===== src/cesc_pkg.sv =====
/*
 * package for the custom emulation stimulus configuration block: register
 * offsets, field positions, codes, decode tables and carrier structs.
 * assumes one 10 MHz core clock and a register access port.
 */
// Operation
// - response 0000 clears both pins; 0001/0010/0011 apply voltage plus/minus/both.
// - 0100 resistor plus-ground, 0111 minus-ground, 1101 both pins to ground.
// - 0110/1001/1100 connect divider with midpoint on plus/minus/both.
// - 1010 shorts plus to minus through low resistance; 0101/1000/1011 reserved.
// - 1110/1111 keep reset pull-downs if stimulus 000, remove if 111.
// - single-pin response keeps reset pull-down only if stage1 is 000 and pin free.
// - bits 5-4 pick sink current 10/50/100/150 uA for pull-down voltage.
// - threshold ignored when stimulus selection is 000 or 111.
// - bits 3-0 decode threshold 300..2200 mV; 1111 reserved.
// - threshold and sink current only used by charging profiles.
// - bits 2-0 select divider ratio 0.25..0.66; 111 reserved.
// - divider ratio only used by legacy profiles.
// - timer type 1 holds response for timer; 0 delays response.
// - bits 5-3 select timer 0/1/5/10/20/40/80/100 ms.
// - stimulus 000 waits bus ready, 111 bus present; no wait for removal.
// - 001/110 plus above threshold, 011 minus above; 100/101 reserved.
// - 010 triggers on plus inside window above fixed 400 mV floor.
// - writes with reserved magnitude are rejected, old value kept.
package cesc_pkg;

   localparam int unsigned CLK_HZ     = 10_000_000;
   localparam int unsigned CYC_PER_MS = CLK_HZ / 1000;

   // ****************************************************
   // register map
   // ****************************************************
   localparam logic [7:0] OFS_S2_STIM_TMR = 8'h45;
   localparam logic [7:0] OFS_S2_RESP     = 8'h46;
   localparam logic [7:0] OFS_S2_TH_PD    = 8'h47;
   localparam logic [7:0] OFS_S2_RATIO    = 8'h48;
   localparam logic [7:0] OFS_S3_STIM_TMR = 8'h49;
   localparam logic [7:0] OFS_S3_RESP     = 8'h4a;
   localparam logic [7:0] OFS_S3_TH_PD    = 8'h4b;
   localparam logic [7:0] REG_RESET       = 8'h00;

   // field positions
   localparam int TYPE_BIT  = 6;
   localparam int TMR_LSB   = 3;
   localparam int STIM_LSB  = 0;
   localparam int MAG_LSB   = 4;
   localparam int CODE_LSB  = 0;
   localparam int SINK_LSB  = 4;
   localparam int TH_LSB    = 0;
   localparam int RATIO_LSB = 0;
   localparam logic [7:0] MASK_STIM_TMR = 8'h7f;
   localparam logic [7:0] MASK_TH_PD    = 8'h3f;
   localparam logic [7:0] MASK_RATIO    = 8'h07;
   localparam logic [3:0] MAG_RESERVED  = 4'hf;

   // stimulus codes
   localparam logic [2:0] STIM_VBUS_READY = 3'h0;
   localparam logic [2:0] STIM_PLUS_HI    = 3'h1;
   localparam logic [2:0] STIM_PLUS_WIN   = 3'h2;
   localparam logic [2:0] STIM_MINUS_HI   = 3'h3;
   localparam logic [2:0] STIM_PLUS_HI_B  = 3'h6;
   localparam logic [2:0] STIM_VBUS_PRES  = 3'h7;

   // response codes
   localparam logic [3:0] RSP_CLEAR     = 4'h0;
   localparam logic [3:0] RSP_V_PLUS    = 4'h1;
   localparam logic [3:0] RSP_V_MINUS   = 4'h2;
   localparam logic [3:0] RSP_V_BOTH    = 4'h3;
   localparam logic [3:0] RSP_R_PLUS    = 4'h4;
   localparam logic [3:0] RSP_DIV_PLUS  = 4'h6;
   localparam logic [3:0] RSP_R_MINUS   = 4'h7;
   localparam logic [3:0] RSP_DIV_MINUS = 4'h9;
   localparam logic [3:0] RSP_SHORT     = 4'ha;
   localparam logic [3:0] RSP_DIV_BOTH  = 4'hc;
   localparam logic [3:0] RSP_R_BOTH    = 4'hd;
   localparam logic [3:0] RSP_PD_A      = 4'he;
   localparam logic [3:0] RSP_PD_B      = 4'hf;

   typedef struct packed {
      logic plus_pd;
      logic minus_pd;
      logic plus_volt;
      logic minus_volt;
      logic plus_res;
      logic minus_res;
      logic plus_div;
      logic minus_div;
      logic short_pm;
   } cesc_pins_s;

   typedef struct packed {
      logic       timer_type;
      logic [2:0] timer_delay;
      logic [2:0] stim_sel;
      logic [3:0] mag;
      logic [3:0] code;
      logic [1:0] sink;
      logic [3:0] threshold;
   } cesc_stage_s;

   // stage timer in ms per code
   function automatic logic [6:0] timer_ms(input logic [2:0] c);
      logic [6:0] r;
      r = 7'h00;
      unique case (c)
         3'h0: r = 7'd0;
         3'h1: r = 7'd1;
         3'h2: r = 7'd5;
         3'h3: r = 7'd10;
         3'h4: r = 7'd20;
         3'h5: r = 7'd40;
         3'h6: r = 7'd80;
         3'h7: r = 7'd100;
      endcase
      return r;
   endfunction

   // threshold in mV per code, 0 for the reserved code
   function automatic logic [11:0] threshold_mv(input logic [3:0] c);
      logic [11:0] r;
      r = 12'h000;
      unique case (c)
         4'h0, 4'h1, 4'h2, 4'h4: r = 12'd400;
         4'h3: r = 12'd300;
         4'h5: r = 12'd500;
         4'h6: r = 12'd600;
         4'h7: r = 12'd700;
         4'h8: r = 12'd800;
         4'h9: r = 12'd900;
         4'ha: r = 12'd1400;
         4'hb: r = 12'd1600;
         4'hc: r = 12'd1800;
         4'hd: r = 12'd2000;
         4'he: r = 12'd2200;
         4'hf: r = 12'd0;
      endcase
      return r;
   endfunction

   // sink current in uA per code
   function automatic logic [7:0] sink_ua(input logic [1:0] c);
      logic [7:0] r;
      r = 8'h00;
      unique case (c)
         2'h0: r = 8'd10;
         2'h1: r = 8'd50;
         2'h2: r = 8'd100;
         2'h3: r = 8'd150;
      endcase
      return r;
   endfunction

endpackage


===== src/cesc_top.sv =====
/*
 * custom emulation stimulus stage pair (stages 2 and 3): configuration
 * registers, stimulus detection, stage timer and data-pin response decode.
 * assumes register access strobes synchronous to CORE_CLK, comparator
 * results from the analog front end, and a start pulse after stage 1.
 */
`timescale 1ns/1ps
`default_nettype none

module cesc_top #(
   parameter int unsigned CYC_PER_MS = cesc_pkg::CYC_PER_MS
) (
   input  wire logic                CORE_CLK,
   input  wire logic                ARST_N,
   input  wire logic [7:0]          REG_ADDR,
   input  wire logic [7:0]          REG_WDATA,
   input  wire logic                REG_WR,
   output logic      [7:0]          REG_RDATA,
   input  wire logic                SEQ_START,
   input  wire logic [2:0]          STAGE1_STIM_SEL,
   input  wire logic                PROFILE_BC12,
   input  wire logic                VBUS_READY,
   input  wire logic                VBUS_PRESENT,
   input  wire logic                PLUS_ABOVE_TH,
   input  wire logic                MINUS_ABOVE_TH,
   input  wire logic                PLUS_ABOVE_FLOOR,
   output cesc_pkg::cesc_pins_s     PIN_CTRL,
   output logic      [3:0]          RESP_MAG,
   output logic      [11:0]         TH_MV,
   output logic      [7:0]          SINK_UA,
   output logic      [2:0]          DIV_RATIO,
   output logic                     STAGE_SEL,
   output logic                     SEQ_DONE
);

   // ****************************************************
   // configuration registers
   // ****************************************************
   logic [7:0] s2_stim_tmr_q;
   logic [7:0] s2_resp_q;
   logic [7:0] s2_th_pd_q;
   logic [7:0] s2_ratio_q;
   logic [7:0] s3_stim_tmr_q;
   logic [7:0] s3_resp_q;
   logic [7:0] s3_th_pd_q;
   logic       mag_ok;

   assign mag_ok = REG_WDATA[cesc_pkg::MAG_LSB +: 4] != cesc_pkg::MAG_RESERVED;

   always_ff @(posedge CORE_CLK or negedge ARST_N)
   begin
      if (!ARST_N)
      begin
         s2_stim_tmr_q <= cesc_pkg::REG_RESET;
         s2_resp_q     <= cesc_pkg::REG_RESET;
         s2_th_pd_q    <= cesc_pkg::REG_RESET;
         s2_ratio_q    <= cesc_pkg::REG_RESET;
         s3_stim_tmr_q <= cesc_pkg::REG_RESET;
         s3_resp_q     <= cesc_pkg::REG_RESET;
         s3_th_pd_q    <= cesc_pkg::REG_RESET;
      end
      else if (REG_WR)
      begin
         unique case (REG_ADDR)
            cesc_pkg::OFS_S2_STIM_TMR: s2_stim_tmr_q <= REG_WDATA & cesc_pkg::MASK_STIM_TMR;
            cesc_pkg::OFS_S2_RESP:     if (mag_ok) s2_resp_q <= REG_WDATA;
            cesc_pkg::OFS_S2_TH_PD:    s2_th_pd_q <= REG_WDATA & cesc_pkg::MASK_TH_PD;
            cesc_pkg::OFS_S2_RATIO:    s2_ratio_q <= REG_WDATA & cesc_pkg::MASK_RATIO;
            cesc_pkg::OFS_S3_STIM_TMR: s3_stim_tmr_q <= REG_WDATA & cesc_pkg::MASK_STIM_TMR;
            cesc_pkg::OFS_S3_RESP:     if (mag_ok) s3_resp_q <= REG_WDATA;
            cesc_pkg::OFS_S3_TH_PD:    s3_th_pd_q <= REG_WDATA & cesc_pkg::MASK_TH_PD;
            default: ;
         endcase
      end
   end

   // read data registered; unmapped addresses read zero
   always_ff @(posedge CORE_CLK or negedge ARST_N)
   begin
      if (!ARST_N)
         REG_RDATA <= 8'h00;
      else
      begin
         unique case (REG_ADDR)
            cesc_pkg::OFS_S2_STIM_TMR: REG_RDATA <= s2_stim_tmr_q;
            cesc_pkg::OFS_S2_RESP:     REG_RDATA <= s2_resp_q;
            cesc_pkg::OFS_S2_TH_PD:    REG_RDATA <= s2_th_pd_q;
            cesc_pkg::OFS_S2_RATIO:    REG_RDATA <= s2_ratio_q;
            cesc_pkg::OFS_S3_STIM_TMR: REG_RDATA <= s3_stim_tmr_q;
            cesc_pkg::OFS_S3_RESP:     REG_RDATA <= s3_resp_q;
            cesc_pkg::OFS_S3_TH_PD:    REG_RDATA <= s3_th_pd_q;
            default:                   REG_RDATA <= 8'h00;
         endcase
      end
   end

   // ****************************************************
   // active stage view
   // ****************************************************
   logic                  stage_q;
   cesc_pkg::cesc_stage_s stg;
   logic [7:0]            stim_tmr;
   logic [7:0]            resp;
   logic [7:0]            th_pd;

   assign stim_tmr = stage_q ? s3_stim_tmr_q : s2_stim_tmr_q;
   assign resp     = stage_q ? s3_resp_q : s2_resp_q;
   assign th_pd    = stage_q ? s3_th_pd_q : s2_th_pd_q;

   always_comb
   begin
      stg.timer_type  = stim_tmr[cesc_pkg::TYPE_BIT];
      stg.timer_delay = stim_tmr[cesc_pkg::TMR_LSB +: 3];
      stg.stim_sel    = stim_tmr[cesc_pkg::STIM_LSB +: 3];
      stg.mag         = resp[cesc_pkg::MAG_LSB +: 4];
      stg.code        = resp[cesc_pkg::CODE_LSB +: 4];
      stg.sink        = th_pd[cesc_pkg::SINK_LSB +: 2];
      stg.threshold   = th_pd[cesc_pkg::TH_LSB +: 4];
   end

   // ****************************************************
   // stimulus detection
   // ****************************************************
   logic stim_hit;

   always_comb
   begin
      unique case (stg.stim_sel)
         cesc_pkg::STIM_VBUS_READY: stim_hit = VBUS_READY;
         cesc_pkg::STIM_VBUS_PRES:  stim_hit = VBUS_PRESENT;
         cesc_pkg::STIM_PLUS_HI,
         cesc_pkg::STIM_PLUS_HI_B:  stim_hit = PLUS_ABOVE_TH;
         cesc_pkg::STIM_MINUS_HI:   stim_hit = MINUS_ABOVE_TH;
         cesc_pkg::STIM_PLUS_WIN:   stim_hit = !PLUS_ABOVE_TH && PLUS_ABOVE_FLOOR;
         default:                   stim_hit = 1'b0;
      endcase
   end

   // ****************************************************
   // response decode
   // ****************************************************
   function automatic logic plus_busy(input cesc_pkg::cesc_pins_s p);
      return p.plus_volt | p.plus_res | p.plus_div | p.short_pm;
   endfunction

   function automatic logic minus_busy(input cesc_pkg::cesc_pins_s p);
      return p.minus_volt | p.minus_res | p.minus_div | p.short_pm;
   endfunction

   function automatic cesc_pkg::cesc_pins_s apply_resp(input cesc_pkg::cesc_pins_s p,
                                                       input logic [3:0]          code,
                                                       input logic [2:0]          stim,
                                                       input logic [2:0]          s1);
      cesc_pkg::cesc_pins_s r;
      logic                 keep_p;
      logic                 keep_m;
      r      = p;
      keep_p = (s1 == cesc_pkg::STIM_VBUS_READY) && !plus_busy(p);
      keep_m = (s1 == cesc_pkg::STIM_VBUS_READY) && !minus_busy(p);
      unique case (code)
         cesc_pkg::RSP_CLEAR:
         begin
            r.plus_volt  = 1'b0;
            r.minus_volt = 1'b0;
            r.plus_res   = 1'b0;
            r.minus_res  = 1'b0;
            r.plus_div   = 1'b0;
            r.minus_div  = 1'b0;
            r.short_pm   = 1'b0;
         end
         cesc_pkg::RSP_V_PLUS:
         begin
            r.plus_volt = 1'b1;
            r.plus_pd   = p.plus_pd & keep_p;
         end
         cesc_pkg::RSP_V_MINUS:
         begin
            r.minus_volt = 1'b1;
            r.minus_pd   = p.minus_pd & keep_m;
         end
         cesc_pkg::RSP_V_BOTH:
         begin
            r.plus_volt  = 1'b1;
            r.minus_volt = 1'b1;
         end
         cesc_pkg::RSP_R_PLUS:
         begin
            r.plus_res = 1'b1;
            r.plus_pd  = p.plus_pd & keep_p;
         end
         cesc_pkg::RSP_R_MINUS:
         begin
            r.minus_res = 1'b1;
            r.minus_pd  = p.minus_pd & keep_m;
         end
         cesc_pkg::RSP_R_BOTH:
         begin
            r.plus_res  = 1'b1;
            r.minus_res = 1'b1;
         end
         cesc_pkg::RSP_DIV_PLUS:
         begin
            r.plus_div = 1'b1;
            r.plus_pd  = p.plus_pd & keep_p;
         end
         cesc_pkg::RSP_DIV_MINUS:
         begin
            r.minus_div = 1'b1;
            r.minus_pd  = p.minus_pd & keep_m;
         end
         cesc_pkg::RSP_DIV_BOTH:
         begin
            r.plus_div  = 1'b1;
            r.minus_div = 1'b1;
         end
         cesc_pkg::RSP_SHORT:
            r.short_pm = 1'b1;
         cesc_pkg::RSP_PD_A,
         cesc_pkg::RSP_PD_B:
         begin
            if (stim == cesc_pkg::STIM_VBUS_PRES)
            begin
               r.plus_pd  = 1'b0;
               r.minus_pd = 1'b0;
            end
         end
         default: ;
      endcase
      return r;
   endfunction

   // ****************************************************
   // sequencer
   // ****************************************************
   typedef enum logic [2:0] {ST_IDLE, ST_DETECT, ST_DELAY, ST_HOLD, ST_DONE} cesc_state_e;

   cesc_state_e          state_q;
   logic [31:0]          tmr_q;
   logic [31:0]          tmr_load;
   cesc_pkg::cesc_pins_s pins_q;
   cesc_pkg::cesc_pins_s saved_q;
   cesc_pkg::cesc_pins_s applied;

   assign tmr_load = 32'(cesc_pkg::timer_ms(stg.timer_delay)) * 32'(CYC_PER_MS);
   assign applied  = apply_resp(pins_q, stg.code, stg.stim_sel, STAGE1_STIM_SEL);

   // stage 2 runs before stage 3; each waits on the previous response
   always_ff @(posedge CORE_CLK or negedge ARST_N)
   begin
      if (!ARST_N)
      begin
         state_q <= ST_IDLE;
         stage_q <= 1'b0;
         tmr_q   <= 32'h0;
      end
      else
      begin
         unique case (state_q)
            ST_IDLE:
               if (SEQ_START)
               begin
                  stage_q <= 1'b0;
                  state_q <= ST_DETECT;
               end
            ST_DETECT:
               if (stim_hit)
               begin
                  tmr_q   <= tmr_load;
                  state_q <= stg.timer_type ? ST_HOLD : ST_DELAY;
               end
            ST_DELAY:
               if (tmr_q == 32'h0)
                  state_q <= stage_q ? ST_DONE : ST_DETECT;
               else
                  tmr_q <= tmr_q - 32'h1;
            ST_HOLD:
               if (tmr_q == 32'h0)
                  state_q <= stage_q ? ST_DONE : ST_DETECT;
               else
                  tmr_q <= tmr_q - 32'h1;
            ST_DONE:
               if (SEQ_START)
               begin
                  stage_q <= 1'b0;
                  state_q <= ST_DETECT;
               end
         endcase
         if ((state_q == ST_DELAY || state_q == ST_HOLD) && tmr_q == 32'h0)
            stage_q <= 1'b1;
      end
   end

   // pin state: reset pull-downs on start, response on delay expiry or
   // at detection for hold type; hold type restores if stimulus is gone
   always_ff @(posedge CORE_CLK or negedge ARST_N)
   begin
      if (!ARST_N)
      begin
         pins_q  <= '0;
         saved_q <= '0;
      end
      else if (SEQ_START && (state_q == ST_IDLE || state_q == ST_DONE))
      begin
         pins_q          <= '0;
         pins_q.plus_pd  <= 1'b1;
         pins_q.minus_pd <= 1'b1;
      end
      else
      begin
         if (state_q == ST_DETECT && stim_hit && stg.timer_type)
         begin
            saved_q <= pins_q;
            pins_q  <= applied;
         end
         if (state_q == ST_DELAY && tmr_q == 32'h0)
            pins_q <= applied;
         if (state_q == ST_HOLD && tmr_q == 32'h0 && !stim_hit)
            pins_q <= saved_q;
      end
   end

   // ****************************************************
   // analog settings
   // ****************************************************
   localparam logic [2:0] MASK_RATIO3 = cesc_pkg::MASK_RATIO[2:0];

   // profile-gated values freeze rather than follow, so the analog side
   // never sees settings from the wrong profile family
   always_ff @(posedge CORE_CLK or negedge ARST_N)
   begin
      if (!ARST_N)
      begin
         TH_MV     <= 12'h000;
         SINK_UA   <= 8'h00;
         DIV_RATIO <= 3'h0;
         RESP_MAG  <= 4'h0;
      end
      else
      begin
         RESP_MAG <= stg.mag;
         if (PROFILE_BC12)
         begin
            if (stg.stim_sel != cesc_pkg::STIM_VBUS_READY &&
                stg.stim_sel != cesc_pkg::STIM_VBUS_PRES)
               TH_MV <= cesc_pkg::threshold_mv(stg.threshold);
            SINK_UA <= cesc_pkg::sink_ua(stg.sink);
         end
         else if (s2_ratio_q[cesc_pkg::RATIO_LSB +: 3] != MASK_RATIO3)
            DIV_RATIO <= s2_ratio_q[cesc_pkg::RATIO_LSB +: 3];
      end
   end

   assign PIN_CTRL  = pins_q;
   assign STAGE_SEL = stage_q;
   assign SEQ_DONE  = state_q == ST_DONE;

endmodule

`default_nettype wire


===== config.mk =====
export PLATFORM = sky130hd
export DESIGN_NAME = cesc_top
export DESIGN_NICKNAME = d
export VERILOG_FILES = /design/src/cesc_pkg.sv /design/src/cesc_top.sv
export SDC_FILE = /design/constraint.sdc
export NUM_CORES = 1
export LEC_CHECK = 0
export ABC_CLOCK_PERIOD_IN_PS = 5550
export BUFFER_PORTS_ARGS = -buffer_cell sky130_fd_sc_hd__clkbuf_2
export CORE_MARGIN = 1.5
export CORE_UTILIZATION = 35
export DETAILED_ROUTE_END_ITERATION = 8
export GPL_ROUTABILITY_DRIVEN = 0
export HOLD_SLACK_MARGIN = 0.02
export PLACE_DENSITY_LB_ADDON = 0.15
export SLEW_MARGIN = 30
export SYNTH_ARGS = -nofsm -noshare
export SYNTH_HDL_FRONTEND = slang
export SYNTH_SLANG_ARGS = --single-unit

===== constraint.sdc =====
create_clock -name CORE_CLK -period 5.55 [get_ports CORE_CLK]
set_clock_uncertainty 0.15 [all_clocks]
set_input_delay 0.2775 -clock CORE_CLK [delete_from_list [all_inputs] [get_ports CORE_CLK]]
set_output_delay 0.2775 -clock CORE_CLK [all_outputs]
set_load 0.005 [all_outputs]

==> impl_metrics.py <==
metrics = {
    "outcome": {
        "outcome": "finished, final reports clean",
    },
    "clock_tree": {
        "cts_tree": "yes",
        "cts_sinks": 131,
        "clk_latency_ns": 0.43,
        "cts-buffers-inserted": 17,
        "htree_levels": 4,
        "root_buffer": "clkbuf_16",
        "clkTransAtPathRegs_ns": 0.06,
        "clock_path_buffers": 2,
    },
    "die": {
        "core_area_um2": 22030,
        "dieWidth_um": 153.3,
        "die_height_um": 153.3,
        "start_util": 0.3591,
        "num_io_pins": 75,
        "num_rows": 54,
        "dieArea_um2": 23510,
    },
    "timing": {
        "worst_pin_slew_ns": 0.9242,
        "max-slew-margin-rel": 0.3662,
        "finalCritPeriodShare": 0.8964,
        "rsz0062_at_grt": "no",
        "setup_violations": 0,
        "setup_tns_ns": 0,
        "hold_viol": 0,
        "period_minus_slack_ns": 4.975,
        "fmax_mhz": 201.0,
        "maxSlewViolCount": 0,
    },
    "grt": {
        "grt_pass1_vias": 6074,
        "track_usage": 0.1793,
        "antenna_found_initial": 0,
        "overflow": 0,
        "grt_pass1_wl_um": 33290,
        "grt_start_max_net_pins": 96,
    },
    "pwr": {
        "powerDensity_nw_per_um2": 253.6,
        "totalPowerFinal_mw": 2.325,
        "vdd_ir_drop_max_mv": 0.1771,
        "p_leak_nw": 4.373,
    },
    "yosys": {
        "yosysWarnings": 0,
        "synth_seq_cells": 131,
        "synth_compound_area_frac": 0.1617,
        "netlist_top_cells_count": "131 x dfrtp_1, 69 x nand2_1, 68 x o21ai_0",
        "yosysMostFrequentCell": "dfrtp_1",
        "synth_top_area_share": 0.4145,
        "async_reset_ff_frac": 1.000,
        "ys.flop_type": "dfrtp_1",
        "synth_area_leaders": "dfrtp_1 41%, mux2_2 9.5%, ha_1 7.8%, o21ai_0 4.3%, nand2_1 3.3%",
        "ys_seq_area_frac": 0.4145,
        "synth-xor-area-share": 0.02104,
        "synthSimpleGateAreaFrac": 0.1539,
        "yosys.area.top_type": "dfrtp_1",
        "yosys.area_share.adder": 0.08511,
        "ys_types": 70,
        "synth_edf_count": 0,
        "synth_area_um2": 7909,
        "postSynthCellCount": 800,
        "avgSynthCellArea_um2": 9.886,
        "synth_top_family_by_area": "compound AO/OA/AOI/OAI gates",
        "synthMuxAreaShare": 0.1285,
    },
    "setup_path": {
        "critical_path.cell_chain": "mux2i_1, inv_1, ha_1, mux2_2, ha_1, xnor2_1, fa_1, inv_1, ha_1, ha_1, nand2_1, o21ai_0, a41oi_1, a21oi_1, a31o_2, o311ai_0, nand3_1",
        "crit_required_ns": 5.69,
        "cp.arrival_ns": 5.12,
        "slowest_stage": "dfrtp_1",
        "cpMostUsedCell": "ha_1",
        "cp_max_fo": 11,
        "cp-start-kind": "register",
        "rr_endpoint": "tmr_q[20]$_DFFE_PN0P_",
        "worst_path_largest_cell_delay_ns": 0.66,
        "critical_path_class": "register to register",
        "end_kind": "register",
        "regToRegSetupSlack_ns": 0.58,
        "r2r-start": "STAGE_SEL$_DFFE_PN0P_",
        "rr_worst_depth": 17,
    },
    "route": {
        "wl_met3_um": 644,
        "drt_wl_total_um": 19820,
        "final_antenna_net_count": 0,
        "dr.pass1.iters": 5,
        "drc": 0,
        "dr.max_layer_used": "met4",
        "routed_via_density": 5.304,
        "dr_wl_met2_um": 9029,
        "wl_met1_um": 9968,
        "dr_total_vias": 6163,
        "wl_per_cell_um": 17.06,
        "first_iter_violations": 414,
    },
    "worst_hold_path": {
        "holdPathEnd": "s2_stim_tmr_q[6]$_DFFE_PN0P_",
        "hp-class": "input port to register",
        "holdCritStartpoint": "REG_WDATA[6]",
        "holdPathStages": 2,
    },
    "finish": {
        "diodes": 0,
        "drive_gt1_frac": 0.2234,
        "syn_to_final_growth_pct": 15.90,
        "nets": 950,
    },
    "run": {
        "drv_cap": 0,
    },
    "placed_design": {
        "dp_hpwl_um": 14180,
        "io_buffers": 71,
    },
}
placed cells by master, fill, tap and decap left out, drive strengths merged, types with 16 or more instances in the layout:
cell	instances
xnor2	16
nand2	69
nand3	18
clkbuf	91
dfrtp	131
o21ai	70
mux2	68
ha	49
mux2i	25
a22oi	19
nor3	27
nor2	55
inv	35
a21oi	49
routing by layer:
layer	global-route usage	vias up
met1	0.2543	2985
met5	0	-
met2	0.2758	115
met3	0.03941	16
met4	0.04622	0
li1	-	3047
state kept, by name, indices dropped and copies added, names as in the netlist:
name and flops:
state_q 3, s2_ratio_q 3, saved_q 9, REG_RDATA 8, STAGE_SEL 1, tmr_q 32
s2_stim_tmr_q 7, s3_th_pd_q 6, PIN_CTRL 9, RESP_MAG 4, DIV_RATIO 3, SINK_UA 7
TH_MV 10, s3_resp_q 8, s2_resp_q 8, s2_th_pd_q 6, s3_stim_tmr_q 7
worst max-delay path: cells and delay by family, from the launching register on:
kind,cells,cell delay [ns]
AOI/OAI and AO/OA,5,1.02
xor gates and xnor gates,1,0.17
adders and majority gates,5,1.61
buffers and inverters,2,0.25
DFF,1,0.66
muxes,2,0.77
and+or+nand+nor,2,0.20
cell families after synthesis:
family	count (synthesis)
AND/OR/NAND/NOR	234
buffers and inverters	68
XOR/XNOR	19
flip-flops	131
adder cells (fa/ha/maj)	52
AO/OA/AOI/OAI	202
multiplexers	93
other	1
area by class of cell:
class,instances,area (um^2)
clock buffers,20,456.7
inverters,30,112.6
clock inverters,12,121.4
flip-flops and latches,131,3278
multi-input cells,604,4370
repair buffers,85,476.7
fillers,2168,12860
well taps,280,350.3
worst max path at each step:
stage	slack (ns)	start	depth (start not counted)	end
2_1_floorplan	0.43	STAGE_SEL$_DFFE_PN0P_	20	tmr_q[17]$_DFFE_PN0P_
3_3_place_gp	0.71	STAGE_SEL$_DFFE_PN0P_	17	tmr_q[17]$_DFFE_PN0P_
3_5_place_dp	0.59	STAGE_SEL$_DFFE_PN0P_	17	tmr_q[20]$_DFFE_PN0P_
4_1_cts	0.57	STAGE_SEL$_DFFE_PN0P_	17	tmr_q[20]$_DFFE_PN0P_
5_1_grt	0.21	STAGE_SEL$_DFFE_PN0P_	17	tmr_q[20]$_DFFE_PN0P_
6_report	0.58	STAGE_SEL$_DFFE_PN0P_	17	tmr_q[20]$_DFFE_PN0P_
where the power goes:
group / switching (mW) / internal (mW)
clock: 0.460 / 0.649
combinational: 0.116 / 0.0827
sequential: 0.0251 / 0.992
total: 0.601 / 1.72
through the flow:
step	setup slack [ns]	cell area [um^2]	hold WS [ns]	util	instances
global route	0.2096	9166	0.02834	0.4162	1162
CTS	0.5671	9160	0.02066	0.4159	1162
finish	0.5751	9166	0.03261	0.4162	1162
floorplan	0.4339	7920	-0.1681	-	803
detailed placement	0.5921	8552	0.2853	0.3883	1127
global placement	0.7110	8552	0.2854	0.3883	1127
what timing repair did:
| item | 4_1_cts | 5_1_grt |
|---|---|---|
| setup buffers | 0 | 0 |
| endpoints found under the hold margin | 97 | 0 |
| hold buffers | 3 | 0 |
| gates resized for setup | 0 | 0 |
No activity file was read; power rests on OpenSTA's default activity.
